==> src/charger_option_pkg.sv <==
// What this block does
// - Word write to command 0x12 stores options
// - First adapter insertion always uses 150ms deglitch
// - Deglitch select applies after adapter switch off
// - Deglitch bit: 0 150ms, 1 1.3s, POR 1
// - Bus answers only above UVLO and 0.6V
// - Missing charge setting write suspends charging
// - Charge setting write resumes suspended charging
// - Depletion in calibration: battery off, adapter on
// - Depletion comparator releases 340mV above fall
// - Zero charge voltage disables depletion detection
// - Depletion threshold field selects four percentages
// - Frequency direction bit lowers or raises 18%
// - Frequency trim applies only when enabled
// - High-side short: off or 750mV, POR 1
// - Low-side short: 135mV or 230mV, POR 0
// - Presence bit follows 2.4V detect, read-only
// - Calibration bit starts discharge, self-clears
// - Input overcurrent off or 3.33x limit
package charger_option_pkg;

    // ==========================================================
    // Commands
    localparam logic [7:0]  CMD_OPTION       = 8'h12;
    localparam logic [7:0]  CMD_CHG_CURRENT  = 8'h14;
    localparam logic [7:0]  CMD_CHG_VOLTAGE  = 8'h15;

    // ==========================================================
    // Option word layout and reset value
    localparam logic [15:0] OPTION_RESET     = 16'hF902;
    localparam int          BIT_DEGLITCH     = 15;
    localparam int          BIT_WD_HI        = 14;
    localparam int          BIT_WD_LO        = 13;
    localparam int          BIT_DEPL_HI      = 12;
    localparam int          BIT_DEPL_LO      = 11;
    localparam int          BIT_FREQ_UP      = 10;
    localparam int          BIT_FREQ_EN      = 9;
    localparam int          BIT_HS_SHORT     = 8;
    localparam int          BIT_LS_SHORT     = 7;
    localparam int          BIT_CALIB        = 6;
    localparam int          BIT_MON_SEL      = 5;
    localparam int          BIT_PRESENT      = 4;
    localparam int          BIT_IN_OC        = 1;
    localparam int          BIT_INHIBIT      = 0;

    localparam logic [1:0]  WD_OFF           = 2'h0;
    localparam logic [1:0]  WD_44            = 2'h1;
    localparam logic [1:0]  WD_88            = 2'h2;

    // ==========================================================
    // Timing
    localparam longint unsigned CLK_HZ          = 200_000_000;
    localparam longint unsigned DEGLITCH_SHORT_MS = 150;
    localparam longint unsigned DEGLITCH_LONG_MS  = 1300;
    localparam longint unsigned WD_44_S         = 44;
    localparam longint unsigned WD_88_S         = 88;
    localparam longint unsigned WD_175_S        = 175;

    localparam logic [31:0] DEGLITCH_SHORT_CYC = 32'(DEGLITCH_SHORT_MS * CLK_HZ / 1000);
    localparam logic [31:0] DEGLITCH_LONG_CYC  = 32'(DEGLITCH_LONG_MS * CLK_HZ / 1000);
    localparam logic [35:0] WD_44_CYC          = 36'(WD_44_S * CLK_HZ);
    localparam logic [35:0] WD_88_CYC          = 36'(WD_88_S * CLK_HZ);
    localparam logic [35:0] WD_175_CYC         = 36'(WD_175_S * CLK_HZ);

endpackage

==> src/charger_option_control.sv <==
`timescale 1ns/1ps
module charger_option_control #(
    parameter logic [31:0] DEGLITCH_SHORT_CYC = charger_option_pkg::DEGLITCH_SHORT_CYC,
    parameter logic [31:0] DEGLITCH_LONG_CYC  = charger_option_pkg::DEGLITCH_LONG_CYC,
    parameter logic [35:0] WD_44_CYC          = charger_option_pkg::WD_44_CYC,
    parameter logic [35:0] WD_88_CYC          = charger_option_pkg::WD_88_CYC,
    parameter logic [35:0] WD_175_CYC         = charger_option_pkg::WD_175_CYC
) (
    // Clock and reset
    input  wire logic        sys_clk,
    input  wire logic        rst,
    // Decoded SMBus word transfers
    input  wire logic        cmd_valid,
    input  wire logic        cmd_write,
    input  wire logic [7:0]  cmd_code,
    input  wire logic [15:0] cmd_wdata,
    output logic             cmd_ack,
    output logic [15:0]      cmd_rdata,
    // Analog comparator levels
    input  wire logic        supply_above_uvlo,
    input  wire logic        adapter_detect_above_0v6,
    input  wire logic        adapter_detect_above_2v4,
    input  wire logic        adapter_good_raw,
    input  wire logic        battery_below_fall,
    input  wire logic        battery_above_rise,
    // Power path
    output logic             adapter_good,
    output logic             adapter_switch,
    output logic             battery_switch,
    // Charge state
    output logic             charge_suspended,
    output logic             charge_inhibit,
    output logic             calibration_active,
    output logic             battery_depleted,
    // Option controls to the analog side
    output logic [1:0]       depletion_threshold_sel,
    output logic             freq_trim_enable,
    output logic             freq_trim_raise,
    output logic             high_side_short_threshold,
    output logic             low_side_short_threshold,
    output logic             current_monitor_output,
    output logic             input_overcurrent_limit
);

    // ==========================================================
    // Bus decode
    logic        bus_enabled;
    logic        wr_option;
    logic        rd_option;
    logic        wr_charge;
    logic        wr_voltage;

    assign bus_enabled = supply_above_uvlo && adapter_detect_above_0v6;
    assign wr_option   = cmd_valid && bus_enabled && cmd_write
                         && cmd_code == charger_option_pkg::CMD_OPTION;
    assign rd_option   = cmd_valid && bus_enabled && !cmd_write
                         && cmd_code == charger_option_pkg::CMD_OPTION;
    assign wr_voltage  = cmd_valid && bus_enabled && cmd_write
                         && cmd_code == charger_option_pkg::CMD_CHG_VOLTAGE;
    assign wr_charge   = wr_voltage || (cmd_valid && bus_enabled && cmd_write
                         && cmd_code == charger_option_pkg::CMD_CHG_CURRENT);
    assign cmd_ack     = rd_option || wr_option || wr_charge;

    // ==========================================================
    // Option word, charge voltage tracking, read data
    logic [15:0] option_q;
    logic [15:0] option_d;
    logic        volt_zero_q;
    logic        volt_zero_d;
    logic [15:0] rdata_q;
    logic [15:0] rdata_d;
    logic        calib_done;
    logic [15:0] option_view;

    always_comb begin
        option_view = option_q;
        option_view[charger_option_pkg::BIT_PRESENT] = adapter_detect_above_2v4;
        option_d    = option_q;
        if (wr_option) begin
            option_d = cmd_wdata;
        end else if (calib_done) begin
            option_d[charger_option_pkg::BIT_CALIB] = 1'b0;
        end
        option_d[charger_option_pkg::BIT_PRESENT] = 1'b0;
        volt_zero_d = wr_voltage ? (cmd_wdata == 16'h0000) : volt_zero_q;
        rdata_d     = rd_option ? option_view : rdata_q;
    end

    always_ff @(posedge sys_clk) begin
        if (rst) begin
            option_q    <= charger_option_pkg::OPTION_RESET;
            volt_zero_q <= 1'b1;
            rdata_q     <= 16'h0000;
        end else begin
            option_q    <= option_d;
            volt_zero_q <= volt_zero_d;
            rdata_q     <= rdata_d;
        end
    end

    assign cmd_rdata = rdata_q;

    // ==========================================================
    // Adapter-good deglitch with first-insertion override
    logic switch_was_off_q;
    logic switch_was_off_d;
    logic adapter_switch_q;
    logic adapter_switch_d;
    logic long_sel;

    assign long_sel = option_q[charger_option_pkg::BIT_DEGLITCH]
                      && switch_was_off_q;

    adapter_deglitch u_deglitch (
        .sys_clk   (sys_clk),
        .rst       (rst),
        .raw_good  (adapter_good_raw),
        .long_sel  (long_sel),
        .short_cyc (DEGLITCH_SHORT_CYC),
        .long_cyc  (DEGLITCH_LONG_CYC),
        .good      (adapter_good)
    );

    // ==========================================================
    // Depletion comparator and calibration cycle
    logic depleted_q;
    logic depleted_d;
    logic discharging;

    always_comb begin
        depleted_d = depleted_q;
        if (volt_zero_q) begin
            depleted_d = 1'b0;
        end else if (battery_below_fall) begin
            depleted_d = 1'b1;
        end else if (battery_above_rise) begin
            depleted_d = 1'b0;
        end
    end

    assign discharging = option_q[charger_option_pkg::BIT_CALIB] && adapter_good;
    assign calib_done  = discharging && depleted_q;

    always_comb begin
        adapter_switch_d = adapter_good && !discharging;
        switch_was_off_d = switch_was_off_q || (adapter_switch_q && !adapter_switch_d);
    end

    always_ff @(posedge sys_clk) begin
        if (rst) begin
            depleted_q       <= 1'b0;
            adapter_switch_q <= 1'b0;
            switch_was_off_q <= 1'b0;
        end else begin
            depleted_q       <= depleted_d;
            adapter_switch_q <= adapter_switch_d;
            switch_was_off_q <= switch_was_off_d;
        end
    end

    assign adapter_switch     = adapter_switch_q;
    assign battery_switch     = !adapter_switch_q;
    assign calibration_active = option_q[charger_option_pkg::BIT_CALIB];
    assign battery_depleted   = depleted_q;

    // ==========================================================
    // Charge watchdog
    logic [35:0] wd_count_q;
    logic [35:0] wd_count_d;
    logic        suspended_q;
    logic        suspended_d;
    logic [35:0] wd_limit;
    logic [1:0]  wd_mode;
    logic        wd_expire;

    assign wd_mode = option_q[charger_option_pkg::BIT_WD_HI:charger_option_pkg::BIT_WD_LO];

    always_comb begin
        unique case (wd_mode)
            charger_option_pkg::WD_44: wd_limit = WD_44_CYC;
            charger_option_pkg::WD_88: wd_limit = WD_88_CYC;
            default:                   wd_limit = WD_175_CYC;
        endcase
        wd_expire  = wd_mode != charger_option_pkg::WD_OFF && !suspended_q
                     && wd_count_q >= wd_limit - 36'h1;
        wd_count_d = wd_count_q;
        if (wr_charge || wd_mode == charger_option_pkg::WD_OFF || suspended_q) begin
            wd_count_d = 36'h0;
        end else begin
            wd_count_d = wd_count_q + 36'h1;
        end
        suspended_d = suspended_q;
        if (wd_expire) begin
            suspended_d = 1'b1;
        end else if (wr_charge || wd_mode == charger_option_pkg::WD_OFF) begin
            suspended_d = 1'b0;
        end
    end

    always_ff @(posedge sys_clk) begin
        if (rst) begin
            wd_count_q  <= 36'h0;
            suspended_q <= 1'b0;
        end else begin
            wd_count_q  <= wd_count_d;
            suspended_q <= suspended_d;
        end
    end

    assign charge_suspended = suspended_q;

    // ==========================================================
    // Option controls
    assign charge_inhibit            = option_q[charger_option_pkg::BIT_INHIBIT];
    assign depletion_threshold_sel   =
        option_q[charger_option_pkg::BIT_DEPL_HI:charger_option_pkg::BIT_DEPL_LO];
    assign freq_trim_enable          = option_q[charger_option_pkg::BIT_FREQ_EN];
    assign freq_trim_raise           = option_q[charger_option_pkg::BIT_FREQ_UP];
    assign high_side_short_threshold = option_q[charger_option_pkg::BIT_HS_SHORT];
    assign low_side_short_threshold  = option_q[charger_option_pkg::BIT_LS_SHORT];
    assign current_monitor_output    = option_q[charger_option_pkg::BIT_MON_SEL];
    assign input_overcurrent_limit   = option_q[charger_option_pkg::BIT_IN_OC];

endmodule // charger_option_control

==> src/adapter_deglitch.sv <==
`timescale 1ns/1ps
module adapter_deglitch (
    // Clock and reset
    input  wire logic        sys_clk,
    input  wire logic        rst,
    // Detector
    input  wire logic        raw_good,
    input  wire logic        long_sel,
    input  wire logic [31:0] short_cyc,
    input  wire logic [31:0] long_cyc,
    // Result
    output logic             good
);

    logic [31:0] count_q;
    logic [31:0] count_d;
    logic        good_q;
    logic        good_d;
    logic [31:0] target;

    // ==========================================================
    // Rising edge filtered, falling edge immediate
    always_comb begin
        target  = long_sel ? long_cyc : short_cyc;
        count_d = count_q;
        good_d  = good_q;
        if (!raw_good) begin
            count_d = 32'h0;
            good_d  = 1'b0;
        end else if (!good_q) begin
            if (count_q >= target - 32'h1) begin
                good_d = 1'b1;
            end else begin
                count_d = count_q + 32'h1;
            end
        end
    end

    always_ff @(posedge sys_clk) begin
        if (rst) begin
            count_q <= 32'h0;
            good_q  <= 1'b0;
        end else begin
            count_q <= count_d;
            good_q  <= good_d;
        end
    end

    assign good = good_q;

endmodule // adapter_deglitch

==> config.mk <==
export PLATFORM = sky130hd
export DESIGN_NAME = charger_option_control
export DESIGN_NICKNAME = d
export VERILOG_FILES = /design/src/charger_option_pkg.sv /design/src/charger_option_control.sv /design/src/adapter_deglitch.sv
export SDC_FILE = /design/constraint.sdc
export NUM_CORES = 1
export LEC_CHECK = 0
export BUFFER_PORTS_ARGS = -buffer_cell sky130_fd_sc_hd__buf_4
export CORE_ASPECT_RATIO = 1.2
export CORE_MARGIN = 5
export CORE_UTILIZATION = 60
export DETAILED_ROUTE_END_ITERATION = 8
export PLACE_DENSITY = 0.86
export SKIP_LAST_GASP = 1
export SYNTH_ARGS = -nofsm -noshare
export SYNTH_HDL_FRONTEND = slang
export SYNTH_HIERARCHICAL = 1
export SYNTH_SLANG_ARGS = --single-unit
==> constraint.sdc <==
create_clock -name sys_clk -period 5.8 [get_ports sys_clk]
set_input_delay 0.87 -clock sys_clk [delete_from_list [all_inputs] [get_ports sys_clk]]
set_output_delay 0.87 -clock sys_clk [all_outputs]
set_load 0.05 [all_outputs]
[Yosys cells after proc, flatten, opt, wreduce, memory -nomap -nowiden]
Index checks and enable logic that the tools add are counted.
Storage, ports and cells
  bits of input ports: 34
  register bits after elaboration: 105
  word-level logic and storage cells: 71
  output and inout bits: 32
Cells by class
  bitwise operators: 3
  add/sub/neg operators: 4
  order comparisons: 2
  eq/ne operators: 5
  reductions and logical operators: 36
  muxes and demuxes: 10
Operators by type and width (number)
  $pmux W36 S2: 1
  $add A36 B1 Y36 const B: 1
  $ge A36 B36 Y1: 1
  $sub A36 B1 Y36 const B: 1
  $add A32 B1 Y32 const B: 1
  $ge A32 B32 Y1: 1
  $sub A32 B1 Y32 const B: 1
  $mux W28: 1
  $eq A8 B5 Y1 const B: 3
  $logic_not A16 Y1: 1
  $logic_and A1 B1 Y1: 15
  $mux W1: 8
  $reduce_bool A2 Y1: 4
  $logic_or A1 B1 Y1: 6
  $reduce_or A2 Y1: 3
  $logic_not A1 Y1: 5
  $not A1 Y1: 3
  $eq A2 B1 Y1 const B: 1
  $eq A2 B2 Y1 const B: 1
  $logic_not A2 Y1: 1
  $reduce_and A2 Y1: 1

[Longest topological paths before layout]
  depth in word-level cells: 8
  gate-level depth with buffers: 24
  mapped depth without buffers: 17

[Modules after synthesis]
The synthesis kept the hierarchy.
Modules (own cells, without submodules)
  charger_option_control: sequential area each 1441.4 um^2, area an instance 3604.7 um^2, times used 1, cells an instance 406
  adapter_deglitch: sequential area each 660.6 um^2, area an instance 3533.4 um^2, times used 1, cells an instance 433

[Least setup slack after synthesis]
No wires, ideal clock.
  path type: reg-to-reg
  start point: reg option_q[15]
  end point: reg u_deglitch.count_q[28]
  setup slack: 2.077 ns
  path buffers: 7
  clock period less this slack: 3.723 ns
  library setup time: 0.070 ns
  arrival time: 3.653 ns
  required time: 5.730 ns
  cell stages (with the launch flop): 19
  path through: dfxtp_1 > and2_1 > buf_6 > buf_2 > buf_2 > buf_2 > buf_2 > mux2i_1 > xnor2_1 > ha_1 > and2_1 > and3_4 > a311oi_2 > and2_1 > buf_4 > o211ai_2 > buf_2 > or3_1 > a21oi_1
Between the ends
  longest elaborated chain between the ends: 6
Ends and longest elaborated chain
  start: declaration: RTL line charger_option_control.sv:66  | logic [15:0] option_q;
  start signal: assignment: RTL line charger_option_control.sv:91  | option_q <= charger_option_pkg::OPTION_RESET;
  start signal: assignment: RTL line charger_option_control.sv:95  | option_q <= option_d;
  $logic_and A1 B1 Y1: RTL line charger_option_control.sv:112  | && switch_was_off_q;
  net long_sel: RTL line charger_option_control.sv:109  | logic long_sel;
  $mux W28: RTL line adapter_deglitch.sv:24  | target = long_sel ? long_cyc : short_cyc;
  $sub A32 B1 Y32: RTL line adapter_deglitch.sv:31  | if (count_q >= target - 32'h1) begin
  $ge A32 B32 Y1: RTL line adapter_deglitch.sv:31
  $not A1 Y1 (no line)
  $reduce_and A2 Y1 (no line)
  end signal: assignment: RTL line adapter_deglitch.sv:44  | count_q <= count_d;
  end: declaration: RTL line adapter_deglitch.sv:15  | logic [31:0] count_q;
The timed path passes the listed nets, and every way through them passes these cells.
A chain may end at the register's enable or synchronous reset.

[Worst setup path after layout]
  start point: reg option_q[15]
  end point: reg u_deglitch.count_q[24]
Same word-level chain as after synthesis.

==> results by group <==
Run status
  – Run status: finished clean

Clocking
  – Clk root buf: clkbuf_16
  – Clock sink count: 105
  – TritonCTS clock tree: done
  – PostCTS Resize Cnt: 0
  – Clock Latency Late Sink: 0.35 ns
  – Post-CTS setup buffers: 0
  – Longest Clk Path Bufs: 2
  – CTS hold repair buffers: 0
  – Clk pin slew, worst setup/hold paths: around 0.080 ns
  – Htree depth: 3
  – CTS Buf Count: 9

Synthesis
  – Count leader, synth: nor2_1
  – Area contributors post-synth: dfxtp_1 (29%), ha_1 (10%), mux2i_1 (7.0%), xnor2_1 (6.0%), nor2_1 (5.8%)
  – Syn Area/Cell: ~8.5 um2
  – Unique cell type count in the Yosys netlist: 83
  – Count of flip-flops with a built-in enable after synthesis: 0
  – Post-Syn Area: about 7100 um2
  – Synth Instances: 839
  – Post-synth top cells: nor2_1 (111), dfxtp_1 (105), ha_1 (59), a21oi_1 (53), mux2i_1 (50)
  – Seq cells post-synth: 105
  – Syn. warnings: 6
  – Yosys top cell area share: 29.45%
  – Post-synthesis sequential area ratio: slightly below 30%
  – Top FF cell, synth: dfxtp_1
  – Cell taking the most area after synthesis: dfxtp_1
  – Async set-reset flop share out of synthesis: 0%

Floorplanning
  – Number of top-level pins: 66
  – Initial Util: 61.42%
  – Core Box Area: 11620 um2
  – Die height: 129.5 um
  – Die Area: 14190 um2
  – Row count: between 40 and 50
  – Die width: 109.6 um

Final layout
  – Fin cells: 1180
  – Area growth syn-to-layout: 18.14%
  – Total Nets Final: approximately 1100
  – Final core utilization: between 70% and 80%
  – ANT cells: 0
  – Share of cells above drive strength 1: a little over a tenth

Routing
  – DRC Markers: 0
  – Via count: 6325
  – DRT iter0 DRCs: between 200 and 300
  – Final WL: about 15000 um
  – DRT antenna net count: 0
  – Post-DR wirelength/cell: between 10 and 15 um
  – Post-DR vias/cell: 5.360
  – Drt pass-1 iters: 5

Global routing
  – Pin count of the biggest net entering global routing: 50
  – All-Layer GR Usage: 22.29%
  – Number of antenna violations at the first check in global routing: 0
  – Vias in the first global route: around 6000
  – First-pass GRT wire length: ~26000 um
  – Total grt overflow: 0

Setup path
  – CP max FO: 49
  – Setup crit end kind: register
  – CP startpoint kind: register
  – Setup CP Type: register to register
  – CP Data Required Time: 6.07 ns
  – Crit path DAT: 4.11 ns
  – Worst R2R Setup Slack: 1.96 ns

Placement
  – Placed Cells: ~1200
  – Routability cong.: around 0.85
  – Number of port buffers: 65
  – Dpl hpwl: 11530 um

STA
  – FMAX: 0.2605 GHz
  – Final hold viol count: 0
  – Slew Limit Headroom: 42.90%
  – Slew @ Worst Pin: 0.8544 ns
  – Setup violations, final: 0
  – RSZ-0062 raised after global routing: no
  – Period Utilization, post-route: about 66%
  – Tmin final: 3.839 ns
  – Worst Skew: 0.008584 ns
  – Max Slew Vio Count: 0
  – Setup TNS: 0 ns

Power
  – Leakage: 3.450 nW
  – Pwr Density: 169.1 nW/um2
  – Peak VDD IR: 0.1521 mV

Flow run
  – Max-Cap Viols: 0

Worst hold path
  – Min-Delay Path Class: register to register
## cells in the final DEF, fill, tap and decap left out, types with 5 or more instances in the layout
cell type / instances
nor3b_1: 6
xnor2_1: 49
a21oi_1: 53
and3_1: 9
buf_4: 68
and4_1: 11
a211o_1: 9
xor2_1: 24
mux2i_1: 50
nand2b_1: 6
and2_1: 8
dfxtp_1: 105
or3_1: 15
ha_1: 59
nor2_1: 111
a31o_1: 5
nand3_1: 32
o21ai_0: 20
inv_1: 26
nand2_1: 47
o21ai_1: 11
clkbuf_16: 9
nand4_1: 28
a21o_1: 5
conb_1: 136
nor3_1: 25
nor4_1: 16
## state kept, by name, summed over array words and instances (netlist names)
signal              cells
wd_count_q             36
u_deglitch/count_q     32
cmd_rdata              16
option_q               15
adapter_switch          1
battery_depleted        1
charge_suspended        1
switch_was_off_q        1
u_deglitch/good         1
volt_zero_q             1
## metal layers
layer / global-route usage, % / wire [um] / share of wire (%)
met1: 25.87 / 6403 / 42
met2: 39.81 / 7650 / 51
met3: 4.983 / 702 / 4.6
met4: 8.070 / 378 / 2.5
met5: 0 / 0 / 0
## logic make-up after synthesis
family | share of synthesized area (%)
DFF | 29.45
buffers and inverters | 4.189
muxes | 7.642
adders and majority gates | 10.48
xor gates and xnor gates | 8.957
and+or+nand+nor | 25.45
other | 0.1052
AOI/OAI and AO/OA | 13.72
## final cells by class
| cell class | count | area [um2] |
|---|---|---|
| repair buffers | 68 | 510.5 |
| clock inverters | 7 | 60.06 |
| well taps | 157 | 196.4 |
| multi-input cells | 808 | 5241 |
| inverters | 26 | 97.59 |
| clock buffers | 9 | 225.2 |
| flip-flops and latches | 105 | 2102 |
| fillers | 918 | 3188 |
## per-stage QoR
step / power, mW / setup WS [ns] / cell area [um2] / hold slack [ns]
6_report: 1.426 / 1.961 / 8433 / 0.4467
5_1_grt: 1.491 / 1.633 / 8433 / 0.4615
4_1_cts: 1.434 / 1.988 / 8433 / 0.4495
3_5_place_dp: 0.8473 / 2.028 / 8148 / 0.4375
3_3_place_gp: 0.8454 / 2.135 / 8148 / 0.4190
2_1_floorplan: 0.8182 / 2.077 / 7641 / 0.4027
## critical path: stages, from the launching register on
cell and delay [ns]:
dfxtp_1 0.36, and2_2 0.32, buf_4 0.56, mux2i_1 0.21, xor2_1 0.20, ha_1 0.26, and2_1 0.15, and3_4 0.19
a311oi_2 0.30, and2_1 0.29, o211ai_2 0.30, or3_1 0.42, a21oi_1 0.15
## worst paths after layout
check                            startpoint                             endpoint  cells past startpoint
setup / recovery  option_q[15]$_SDFFE_PP1P_  u_deglitch/count_q[24]$_SDFFE_PP0P_                     12
hold / removal     volt_zero_q$_SDFFE_PP1P_        battery_depleted$_SDFFE_PP0P_                      1
setup reg to reg  option_q[15]$_SDFFE_PP1P_  u_deglitch/count_q[24]$_SDFFE_PP0P_                     12
hold reg to reg    volt_zero_q$_SDFFE_PP1P_        battery_depleted$_SDFFE_PP0P_                      1
## power by group
| part | internal (mW) | total [mW] | switching (mW) | leakage [nW] |
|---|---|---|---|---|
| registers | 0.723 | 0.725 | 0.00273 | 0.847 |
| logic | 0.0460 | 0.110 | 0.0641 | 2.47 |
| clock network | 0.300 | 0.591 | 0.291 | 0.136 |
| total | 1.07 | 1.43 | 0.358 | 3.45 |
Note: power is estimated with default switching activity, not from simulation.
